===== config.mk =====
export PLATFORM = sky130hd
export DESIGN_NAME = spsr_status
export DESIGN_NICKNAME = d
export VERILOG_FILES = /design/src/rtl/spsr_pkg.sv /design/src/rtl/spsr_status.sv
export SDC_FILE = /design/constraint.sdc
export NUM_CORES = 1
export LEC_CHECK = 0
export BUFFER_PORTS_ARGS = -buffer_cell sky130_fd_sc_hd__clkbuf_2
export CORE_UTILIZATION = 31
export DETAILED_ROUTE_END_ITERATION = 12
export GPL_TIMING_DRIVEN = 0
export PLACE_DENSITY = 0.65
export SLEW_MARGIN = 10
export SYNTH_ARGS = -nofsm -noshare
export SYNTH_HDL_FRONTEND = slang
export SYNTH_SLANG_ARGS = --single-unit

===== constraint.sdc =====
create_clock -name core_clk_in -period 0.8 [get_ports core_clk_in]
set_input_delay 0.04 -clock core_clk_in [delete_from_list [all_inputs] [get_ports core_clk_in]]
set_output_delay 0.04 -clock core_clk_in [all_outputs]
set_load 0.01 [all_outputs]

===== src/rtl/spsr_pkg.sv =====
// constants and carrier types for the socket present state register block
// assumes a single host clock domain; pins arrive raw from the socket
package spsr_pkg;

	// -----------------------------------------------------------------
	// register offsets on the plain register port
	// -----------------------------------------------------------------
	localparam logic [7:0] SPSR_OFS_STATUS = 8'h08; // status snapshot
	localparam logic [7:0] SPSR_OFS_FORCE  = 8'h0c; // force register

	// -----------------------------------------------------------------
	// field positions inside the status and force words
	// -----------------------------------------------------------------
	localparam int SPSR_BIT_VCC_Y    = 31; // socket can supply y.y volts
	localparam int SPSR_BIT_VCC_X    = 30; // socket can supply x.x volts
	localparam int SPSR_BIT_VCC_LOW  = 29; // socket can supply 3.3 volts
	localparam int SPSR_BIT_VCC_HIGH = 28; // socket can supply 5 volts
	localparam int SPSR_BIT_ZOOM     = 27; // zoomed video support
	localparam int SPSR_BIT_RSV_HI   = 26; // reserved span top
	localparam int SPSR_BIT_REINT    = 14; // force: re-interrogate card
	localparam int SPSR_BIT_ACC_HI   = 13; // card accepts y.y volts
	localparam int SPSR_BIT_ACC_LO   = 10; // card accepts 5 volts
	localparam int SPSR_BIT_BAD_REQ  = 9;  // invalid supply request
	localparam int SPSR_BIT_LOSS     = 8;  // removal may have lost data
	localparam int SPSR_BIT_UNREC    = 7;  // unrecognized card
	localparam int SPSR_BIT_READY    = 6;  // ready/irq pin level
	localparam int SPSR_BIT_BUS32    = 5;  // 32-bit bus master card
	localparam int SPSR_BIT_NARROW   = 4;  // 16-bit card
	localparam int SPSR_BIT_POWERED  = 3;  // socket powered up
	localparam int SPSR_BIT_DET_TWO  = 2;  // detect pin two level
	localparam int SPSR_BIT_DET_ONE  = 1;  // detect pin one level
	localparam int SPSR_BIT_STATUS   = 0;  // status change pin level

	// -----------------------------------------------------------------
	// values after reset
	// -----------------------------------------------------------------
	localparam logic [31:0] SPSR_RST_STATUS = 32'h3000_0000;
	// pin image after reset: {ready, detect two, detect one, status}
	localparam logic [3:0]  SPSR_RST_PINS   = 4'h6;
	localparam logic        SPSR_RST_PWR_EN = 1'h1; // power control on

	// -----------------------------------------------------------------
	// carrier types
	// -----------------------------------------------------------------
	typedef struct packed {
		logic ready_irq;     // ready/irq pin, raw
		logic detect_two;    // card detect pin two, raw, low = card
		logic detect_one;    // card detect pin one, raw, low = card
		logic status_change; // status change pin, raw
	} spsr_pins_t;

	typedef struct packed {
		logic       unrecognized; // interrogation found no valid card
		logic       bus32;        // 32-bit bus master card
		logic       narrow;       // 16-bit card
		logic [3:0] accepts;      // {y.y, x.x, 3.3, 5} volt acceptance
	} spsr_card_t;

endpackage : spsr_pkg


===== src/rtl/spsr_status.sv =====
// socket present state register: live pin levels, card type, supply
// capability and error flags, read by host software at one offset
// assumes the interrogation sequencer and power switch logic run on
// core_clk_in; only the socket pins come from outside the clock domain
//
// Added by the designer: the address-and-strobe port.
`timescale 1ns/10ps

module spsr_status (
	input  wire logic               core_clk_in,      // host clock
	input  wire logic               rstn_in,          // async reset, low
	input  wire logic [7:0]         addr_in,          // register address
	input  wire logic [31:0]        wdata_in,         // write data
	input  wire logic               wr_in,            // write strobe
	input  wire logic               rd_in,            // read strobe
	output logic      [31:0]        rdata_out,        // read data
	input  wire spsr_pkg::spsr_pins_t pins_in,        // raw socket pins
	input  wire logic               interrogating_in, // identification busy
	input  wire logic               interrogate_done_in, // result pulse
	input  wire spsr_pkg::spsr_card_t card_in,        // identification result
	input  wire logic               powered_in,       // socket power is up
	input  wire logic               bad_request_in,   // invalid request pulse
	input  wire logic               removal_loss_in,  // data loss pulse
	input  wire logic               vcc_high_override_in, // 5 v disable
	output logic                    status_event_out, // status event pulse
	output logic                    reinterrogate_out, // re-interrogate pulse
	output logic                    power_ctrl_en_out // power control enabled
);

	// -----------------------------------------------------------------
	// state
	// -----------------------------------------------------------------
	logic [3:0]  pin_meta;              // first sync stage, read by stage 2 only
	logic [3:0]  pin_sync;              // second sync stage
	logic        sock_vcc_y_capable;
	logic        sock_vcc_x_capable;
	logic        sock_vcc_low_capable;
	logic        sock_vcc_high_capable;
	logic        zoom_video_capable;
	logic [3:0]  card_accepts;          // {y, x, low, high}
	logic        invalid_supply_request;
	logic        removal_loss_flag;
	logic        unrecognized_card_flag;
	logic        ready_irq_pin_level;
	logic        bus32_card_detected;
	logic        narrow_card_detected;
	logic        socket_powered_flag;
	logic        detect_pin_two_level;
	logic        detect_pin_one_level;
	logic        status_change_pin_level;
	logic        force_wr;
	logic        status_rise;
	logic        status_fall;
	logic [31:0] snapshot;
	logic [3:0]  pins_vec;

	assign pins_vec = pins_in;

	// -----------------------------------------------------------------
	// pin synchronisers
	// -----------------------------------------------------------------
	// one two-stage chain per pin; reset images assume an empty socket
	for (genvar i = 0; i < 4; i++) begin : g_sync
		always_ff @(posedge core_clk_in or negedge rstn_in) begin
			if (!rstn_in) begin
				pin_meta[i] <= spsr_pkg::SPSR_RST_PINS[i];
				pin_sync[i] <= spsr_pkg::SPSR_RST_PINS[i];
			end else begin
				pin_meta[i] <= pins_vec[i];
				pin_sync[i] <= pin_meta[i];
			end
		end
	end

	// -----------------------------------------------------------------
	// register port decode
	// -----------------------------------------------------------------
	assign force_wr = wr_in && (addr_in == spsr_pkg::SPSR_OFS_FORCE);

	// -----------------------------------------------------------------
	// socket capability fields
	// -----------------------------------------------------------------
	// the unsupported voltages stay zero; only a force write moves them
	always_ff @(posedge core_clk_in or negedge rstn_in) begin
		if (!rstn_in) begin
			sock_vcc_y_capable <=
				spsr_pkg::SPSR_RST_STATUS[spsr_pkg::SPSR_BIT_VCC_Y];
			sock_vcc_x_capable <=
				spsr_pkg::SPSR_RST_STATUS[spsr_pkg::SPSR_BIT_VCC_X];
			sock_vcc_low_capable <=
				spsr_pkg::SPSR_RST_STATUS[spsr_pkg::SPSR_BIT_VCC_LOW];
		end else if (force_wr) begin
			sock_vcc_y_capable   <= wdata_in[spsr_pkg::SPSR_BIT_VCC_Y];
			sock_vcc_x_capable   <= wdata_in[spsr_pkg::SPSR_BIT_VCC_X];
			sock_vcc_low_capable <= wdata_in[spsr_pkg::SPSR_BIT_VCC_LOW];
		end
	end

	// 5 v capability tracks the device control override every cycle
	always_ff @(posedge core_clk_in or negedge rstn_in) begin
		if (!rstn_in) begin
			sock_vcc_high_capable <=
				spsr_pkg::SPSR_RST_STATUS[spsr_pkg::SPSR_BIT_VCC_HIGH];
		end else begin
			sock_vcc_high_capable <= !vcc_high_override_in;
		end
	end

	// zoomed video support is whatever software last forced
	always_ff @(posedge core_clk_in or negedge rstn_in) begin
		if (!rstn_in) begin
			zoom_video_capable <=
				spsr_pkg::SPSR_RST_STATUS[spsr_pkg::SPSR_BIT_ZOOM];
		end else if (force_wr) begin
			zoom_video_capable <= wdata_in[spsr_pkg::SPSR_BIT_ZOOM];
		end
	end

	// -----------------------------------------------------------------
	// card fields, refreshed by interrogation
	// -----------------------------------------------------------------
	// a force write of one sets an acceptance bit; a zero leaves it, so
	// software cannot hide a voltage the card really reported
	always_ff @(posedge core_clk_in or negedge rstn_in) begin
		if (!rstn_in) begin
			card_accepts <= spsr_pkg::SPSR_RST_STATUS[
				spsr_pkg::SPSR_BIT_ACC_HI:spsr_pkg::SPSR_BIT_ACC_LO];
		end else begin
			card_accepts <= (interrogate_done_in ? card_in.accepts
				: card_accepts)
				| (force_wr ? wdata_in[spsr_pkg::SPSR_BIT_ACC_HI:
					spsr_pkg::SPSR_BIT_ACC_LO] : 4'h0);
		end
	end

	// card type changes only on a new interrogation or a force write
	always_ff @(posedge core_clk_in or negedge rstn_in) begin
		if (!rstn_in) begin
			bus32_card_detected <=
				spsr_pkg::SPSR_RST_STATUS[spsr_pkg::SPSR_BIT_BUS32];
			narrow_card_detected <=
				spsr_pkg::SPSR_RST_STATUS[spsr_pkg::SPSR_BIT_NARROW];
		end else if (interrogate_done_in) begin
			bus32_card_detected  <= card_in.bus32;
			narrow_card_detected <= card_in.narrow;
		end else if (force_wr) begin
			bus32_card_detected  <= wdata_in[spsr_pkg::SPSR_BIT_BUS32];
			narrow_card_detected <= wdata_in[spsr_pkg::SPSR_BIT_NARROW];
		end
	end

	// an unrecognized result sets the flag ahead of any force write;
	// only a valid card or software clears it again
	always_ff @(posedge core_clk_in or negedge rstn_in) begin
		if (!rstn_in) begin
			unrecognized_card_flag <=
				spsr_pkg::SPSR_RST_STATUS[spsr_pkg::SPSR_BIT_UNREC];
		end else if (interrogate_done_in && card_in.unrecognized) begin
			unrecognized_card_flag <= 1'b1;
		end else if (force_wr) begin
			unrecognized_card_flag <= wdata_in[spsr_pkg::SPSR_BIT_UNREC];
		end else if (interrogate_done_in) begin
			unrecognized_card_flag <= 1'b0;
		end
	end

	// -----------------------------------------------------------------
	// error flags
	// -----------------------------------------------------------------
	// hardware set wins over a force write in the same cycle
	always_ff @(posedge core_clk_in or negedge rstn_in) begin
		if (!rstn_in) begin
			invalid_supply_request <=
				spsr_pkg::SPSR_RST_STATUS[spsr_pkg::SPSR_BIT_BAD_REQ];
		end else if (bad_request_in) begin
			invalid_supply_request <= 1'b1;
		end else if (force_wr) begin
			invalid_supply_request <= wdata_in[spsr_pkg::SPSR_BIT_BAD_REQ];
		end
	end

	always_ff @(posedge core_clk_in or negedge rstn_in) begin
		if (!rstn_in) begin
			removal_loss_flag <=
				spsr_pkg::SPSR_RST_STATUS[spsr_pkg::SPSR_BIT_LOSS];
		end else if (removal_loss_in) begin
			removal_loss_flag <= 1'b1;
		end else if (force_wr) begin
			removal_loss_flag <= wdata_in[spsr_pkg::SPSR_BIT_LOSS];
		end
	end

	// -----------------------------------------------------------------
	// power and live pin levels
	// -----------------------------------------------------------------
	always_ff @(posedge core_clk_in or negedge rstn_in) begin
		if (!rstn_in) begin
			socket_powered_flag <=
				spsr_pkg::SPSR_RST_STATUS[spsr_pkg::SPSR_BIT_POWERED];
		end else begin
			socket_powered_flag <= powered_in;
		end
	end

	// detect levels freeze during identification, since the sequencer
	// drives those pins itself and would look like a removal
	always_ff @(posedge core_clk_in or negedge rstn_in) begin
		if (!rstn_in) begin
			ready_irq_pin_level     <= spsr_pkg::SPSR_RST_PINS[3];
			detect_pin_two_level    <= spsr_pkg::SPSR_RST_PINS[2];
			detect_pin_one_level    <= spsr_pkg::SPSR_RST_PINS[1];
			status_change_pin_level <= spsr_pkg::SPSR_RST_PINS[0];
		end else begin
			ready_irq_pin_level     <= pin_sync[3];
			status_change_pin_level <= pin_sync[0];
			if (!interrogating_in) begin
				detect_pin_two_level <= pin_sync[2];
				detect_pin_one_level <= pin_sync[1];
			end
		end
	end

	// -----------------------------------------------------------------
	// status change event
	// -----------------------------------------------------------------
	// edges compare the synced level with its registered copy
	assign status_rise = pin_sync[0] && !status_change_pin_level;
	assign status_fall = !pin_sync[0] && status_change_pin_level;

	// with no card type known only rising edges count
	always_ff @(posedge core_clk_in or negedge rstn_in) begin
		if (!rstn_in) begin
			status_event_out <= 1'b0;
		end else if (narrow_card_detected && !bus32_card_detected) begin
			status_event_out <= status_rise || status_fall;
		end else begin
			status_event_out <= status_rise;
		end
	end

	// -----------------------------------------------------------------
	// re-interrogation and power control enable
	// -----------------------------------------------------------------
	always_ff @(posedge core_clk_in or negedge rstn_in) begin
		if (!rstn_in) begin
			reinterrogate_out <= 1'b0;
		end else begin
			reinterrogate_out <= force_wr
				&& wdata_in[spsr_pkg::SPSR_BIT_REINT];
		end
	end

	// forcing a card voltage disables power control until a retest
	always_ff @(posedge core_clk_in or negedge rstn_in) begin
		if (!rstn_in) begin
			power_ctrl_en_out <= spsr_pkg::SPSR_RST_PWR_EN;
		end else if (force_wr && wdata_in[spsr_pkg::SPSR_BIT_REINT]) begin
			power_ctrl_en_out <= 1'b1;
		end else if (force_wr && (|wdata_in[spsr_pkg::SPSR_BIT_ACC_HI:
				spsr_pkg::SPSR_BIT_ACC_LO])) begin
			power_ctrl_en_out <= 1'b0;
		end
	end

	// -----------------------------------------------------------------
	// read path
	// -----------------------------------------------------------------
	assign snapshot = {sock_vcc_y_capable, sock_vcc_x_capable,
		sock_vcc_low_capable, sock_vcc_high_capable, zoom_video_capable,
		13'h0000,
		card_accepts, invalid_supply_request, removal_loss_flag,
		unrecognized_card_flag, ready_irq_pin_level, bus32_card_detected,
		narrow_card_detected, socket_powered_flag, detect_pin_two_level,
		detect_pin_one_level, status_change_pin_level};

	// the force register is write-only and every other address reads 0
	always_ff @(posedge core_clk_in or negedge rstn_in) begin
		if (!rstn_in) begin
			rdata_out <= 32'h0000_0000;
		end else if (rd_in && (addr_in == spsr_pkg::SPSR_OFS_STATUS)) begin
			rdata_out <= snapshot;
		end else begin
			rdata_out <= 32'h0000_0000;
		end
	end
endmodule : spsr_status


== Yosys cells after proc, flatten, opt, wreduce, memory -nomap -nowiden ==
Cells that the tools add are included.
Word-level totals
  logic and storage cells: 67
  register bits after elaboration: 62
Operators by class
  bitwise operators: 1
  multiplexer cells: 17
  reductions and logical operators: 19
  eq/ne operators: 2
Operators by type and width (count)
  $mux 32: 1
  $eq 8x4->1 const B: 2
  $mux 1: 14
  $logic_and 1x1->1: 8
  $mux 4: 2
  $reduce_bool 2->1: 4
  $logic_not 1->1: 4
  $or 4x4->4: 1
  $reduce_or 4->1: 1
  $reduce_bool 3->1: 1
  $logic_or 1x1->1: 1

== Longest topological paths before layout ==
  depth in word-level cells: 5
  depth in mapped cells: 5
  gate-level depth less buffers: 4

== Worst setup path before layout ==
Ideal clock, no wire load.
  path kind: input-to-reg
  from: in addr_in[4]
  to: reg unrecognized_card_flag
  cell stages on the path: 4
  arrival time: 1328 ps
  path buffers: 0
  setup slack: -655 ps
  path through: or4b_4 -> nor3_4 -> nor3b_1 -> a221o_2
On the way
  word-level cells in the longest chain between the ends: 4
Ends and longest elaborated chain
  start, declared: line spsr_status.sv:12  | input wire logic [7:0] addr_in,
  $eq 8x4->1 (*): line spsr_status.sv:78  | assign force_wr = wr_in && (addr_in == spsr_pkg::SPSR_OFS_FORCE);
  $logic_and 1x1->1 (*): line spsr_status.sv:78
  $mux 1: line spsr_status.sv:160  | end else if (force_wr) begin
  $mux 1: line spsr_status.sv:158  | end else if (interrogate_done_in && card_in.unrecognized) begin
  end signal, assigned: line spsr_status.sv:156  | unrecognized_card_flag <=
  end signal, assigned: line spsr_status.sv:161  | unrecognized_card_flag <= wdata_in[spsr_pkg::SPSR_BIT_UNREC];
  end, declared: line spsr_status.sv:43  | logic unrecognized_card_flag;
Every way passes the cells marked *; elsewhere a longest branch is shown, timed or not.
A chain may end at the register's enable or synchronous reset.

== Worst setup path after layout ==
Ends and elaborated chain as after synthesis.

==> key figures <==
Status
  – Status: finished, violations left
  – Failing checks: hold timing, setup timing

Worst setup path
  – R2R Path End: status_event_out
  – R2r startpoint: pin_sync[0]
  – WP data required: 0.99 ns
  – Critical Path Fanout Max: 8
  – Reg2Reg Depth: 2
  – Critical Path AT: 1.36 ns
  – Critical Path Start Type: primary input
  – R2r setup slk: -0.16 ns
  – Critical path endpoint category: flip-flop
  – Setup CP Type: primary input to flip-flop

Global routing
  – GRT overflow: 0
  – GRT Overall Usage: 13.1%
  – Number of global-route vias before repair: 1344
  – First-pass GRT wire length: 5.98 mm
  – Largest net degree at the start of global routing: 50
  – Initial antenna violation count: 0

Floorplanning
  – I/O pin count: 96
  – Die Area: 6240 µm²
  – Die width: 79.0 µm
  – Core area: 5610 µm²
  – Starting density of the core: 32.8%
  – Die height: 79.0 µm
  – Cell Rows: 27

Detailed routing
  – DR vias: 1280
  – Vias per Instance: 4.12
  – Iteration count of the initial detailed-routing pass: 3
  – DRC violations left: 0
  – Post-route ant nets: 0
  – DR WL/cell: 12.3 µm
  – Post-Route WL: 3.84 mm
  – Detailed Route Iter0 Violations: 64

Flow run
  – # Max-Cap Violations: 0

Logic synthesis
  – Synth cell types: 28
  – Synth Warn #: 0
  – Syn_area_per_cell: 14.3 µm²
  – Area contributors post-synth: dfrtp_1 (54%), dfstp_2 (13%), and2_1 (6.5%), buf_4 (5.3%), mux2_2 (3.7%)
  – Synth area leader: dfrtp_1
  – Register area share after synthesis: 67.4%
  – Cell count after synthesis: 128
  – Synth top area share: 54.5%
  – Synth Register Bits: 49
  – Cell area after synthesis: 1840 µm²

Place
  – Post-Place Cells: 276
  – Detailed Place HPWL: 2.46 mm
  – Dpl ws: -1.14 ns
  – Placed Area: 2300 µm²
  – Port Buffers: 64
  – GPL Wtd Cong: 0.717

CTS
  – CTS tree: done
  – Skew-Pair Late Insertion Delay: 0.29 ns
  – Clock Tree Buf Depth: 2
  – Clock sinks: 49
  – CTS Hold Bufs: 19
  – TritonCTS Buffers: 5
  – H-Tree Depth: 2
  – Worst-path clk slew: 0.09 ns
  – Root Driver: clkbuf_8

STA
  – WHS: -0.0675 ns
  – Period Utilization, post-route: 147%
  – Setup Skew: 0.00343 ns
  – Slew headroom: 29.9%
  – Worst-Margin Slew: 1.05 ns
  – Slew Viols, Final: 0
  – Tmin final: 1.17 ns
  – Max Freq: 0.852 GHz
  – Final setup viols: 57
  – Worst setup margin: -0.373 ns
  – Final hold vios: 45
  – RSZ-0062 raised after global routing: yes
  – Total negative slack: -11.64 ns

Power and ir drop
  – Pwr Total: 5.11 mW
  – Power Dens Cells: 1840 nW/µm²
  – Static leakage: 1.45 nW
  – Peak supply drop: 0.902 mV

Hold path
  – Hold Path Class: primary input to async pin

Cells and area
  – Area growth, synth to finish: 50.8%
  – Antenna diode count: 0
  – Design area: 2770 µm²
  – Share of cells above drive strength 1: 55.2%
  – Post-layout util: 49.4%
  – Nets@finish: 300
  – Most common cell after layout, fill and taps aside: clkbuf_2
  – Layout Cells excl Fill: 311
  – Most frequent cells in the layout: clkbuf_2 (61), dfrtp_1 (40), dlygate4sd3_1 (19)
  – Fillers: 541
power breakdown:
part	internal, mW	leakage [nW]	switching, mW
Clock	1.24	0.0681	0.787
Sequential	2.59	0.612	0.0385
Combinational	0.260	0.772	0.192
critical path: stages:
cell and delay, ns:
clkbuf_2 0.08, or4b_4 0.57, nor3_4 0.16, buf_6 0.16, nor3b_2 0.05, a221o_2 0.30
worst max-delay path by stage:
stage	to	from	slack [ns]
6_report	unrecognized_card_flag	addr_in[4]	-0.37
5_1_grt	unrecognized_card_flag	addr_in[4]	-0.41
4_1_cts	unrecognized_card_flag	addr_in[6]	-0.43
3_5_place_dp	rdata_out[2]	addr_in[4]	-1.14
3_3_place_gp	rdata_out[7]	addr_in[4]	-1.13
2_1_floorplan	unrecognized_card_flag	addr_in[4]	-0.59
cells in the mapped netlist, drive strengths merged:
library cell	n
clkbuf	2
o41ai	1
dfstp	9
ha	1
and2	20
a21o	1
nor2b	4
inv	5
buf	14
mux2	6
dfrtp	40
or4b	1
a32oi	2
nor4b	1
o21ai	4
nand2b	1
nor3	1
a221o	5
nor2	2
or3	1
conb	1
a21oi	2
nand2	1
o31ai	2
nor3b	1
per-layer routing:
metal | routed length (µm) | global-route usage [%]
met1 | 1620 | 14.4
met3 | 297 | 5.17
met2 | 1860 | 22.2
met5 | 0 | 0
met4 | 63 | 5.45
flip-flops by register name, indices dropped and copies added (netlist names):
| name | cells |
|---|---|
| zoom_video_capable | 1 |
| detect_pin_two_level | 1 |
| narrow_card_detected | 1 |
| pin_sync | 4 |
| invalid_supply_request | 1 |
| ready_irq_pin_level | 1 |
| reinterrogate_out | 1 |
| sock_vcc_low_capable | 1 |
| detect_pin_one_level | 1 |
| sock_vcc_y_capable | 1 |
| status_event_out | 1 |
| card_accepts | 4 |
| bus32_card_detected | 1 |
| pin_meta | 4 |
| sock_vcc_x_capable | 1 |
| rdata_out | 19 |
| sock_vcc_high_capable | 1 |
| power_ctrl_en_out | 1 |
| status_change_pin_level | 1 |
| removal_loss_flag | 1 |
| unrecognized_card_flag | 1 |
| socket_powered_flag | 1 |
area by class of cell:
cell class                      count  area, µm²  share of cell area, %
Clock inverter                      3       65.1                   2.35
Inverter                            5       18.8                  0.678
Sequential cell                    49       1240                   44.7
Clock buffer                        5       68.8                   2.48
Timing Repair Buffer               92        624                   22.5
Multi-Input combinational cell     70        549                   19.8
Tap cell                           72       90.1                   3.25
Buffer                             15        116                   4.20
cells by family (layout without fill, tap and decap cells):
kind of cell    count (synthesis)  after routing  synth area share, %
compound gates                 17             17                 7.77
flops                          49             49                 67.4
mux                             6              6                 3.68
other cells                     1             13                0.204
simple gates                   33             33                 12.9
fa+ha+maj                       1              1                0.681
buf+inv                        21            120                 7.42
timing repair:
item                                    4_1_cts  5_1_grt
buffers inserted                              5        1
pin swaps                                     5        8
resized for setup                             8       17
hold endpoints to repair                     20        5
endpoints found under the setup margin       57       57
gates cloned                                  1        2
Note: power is estimated with default switching activity, not from simulation.
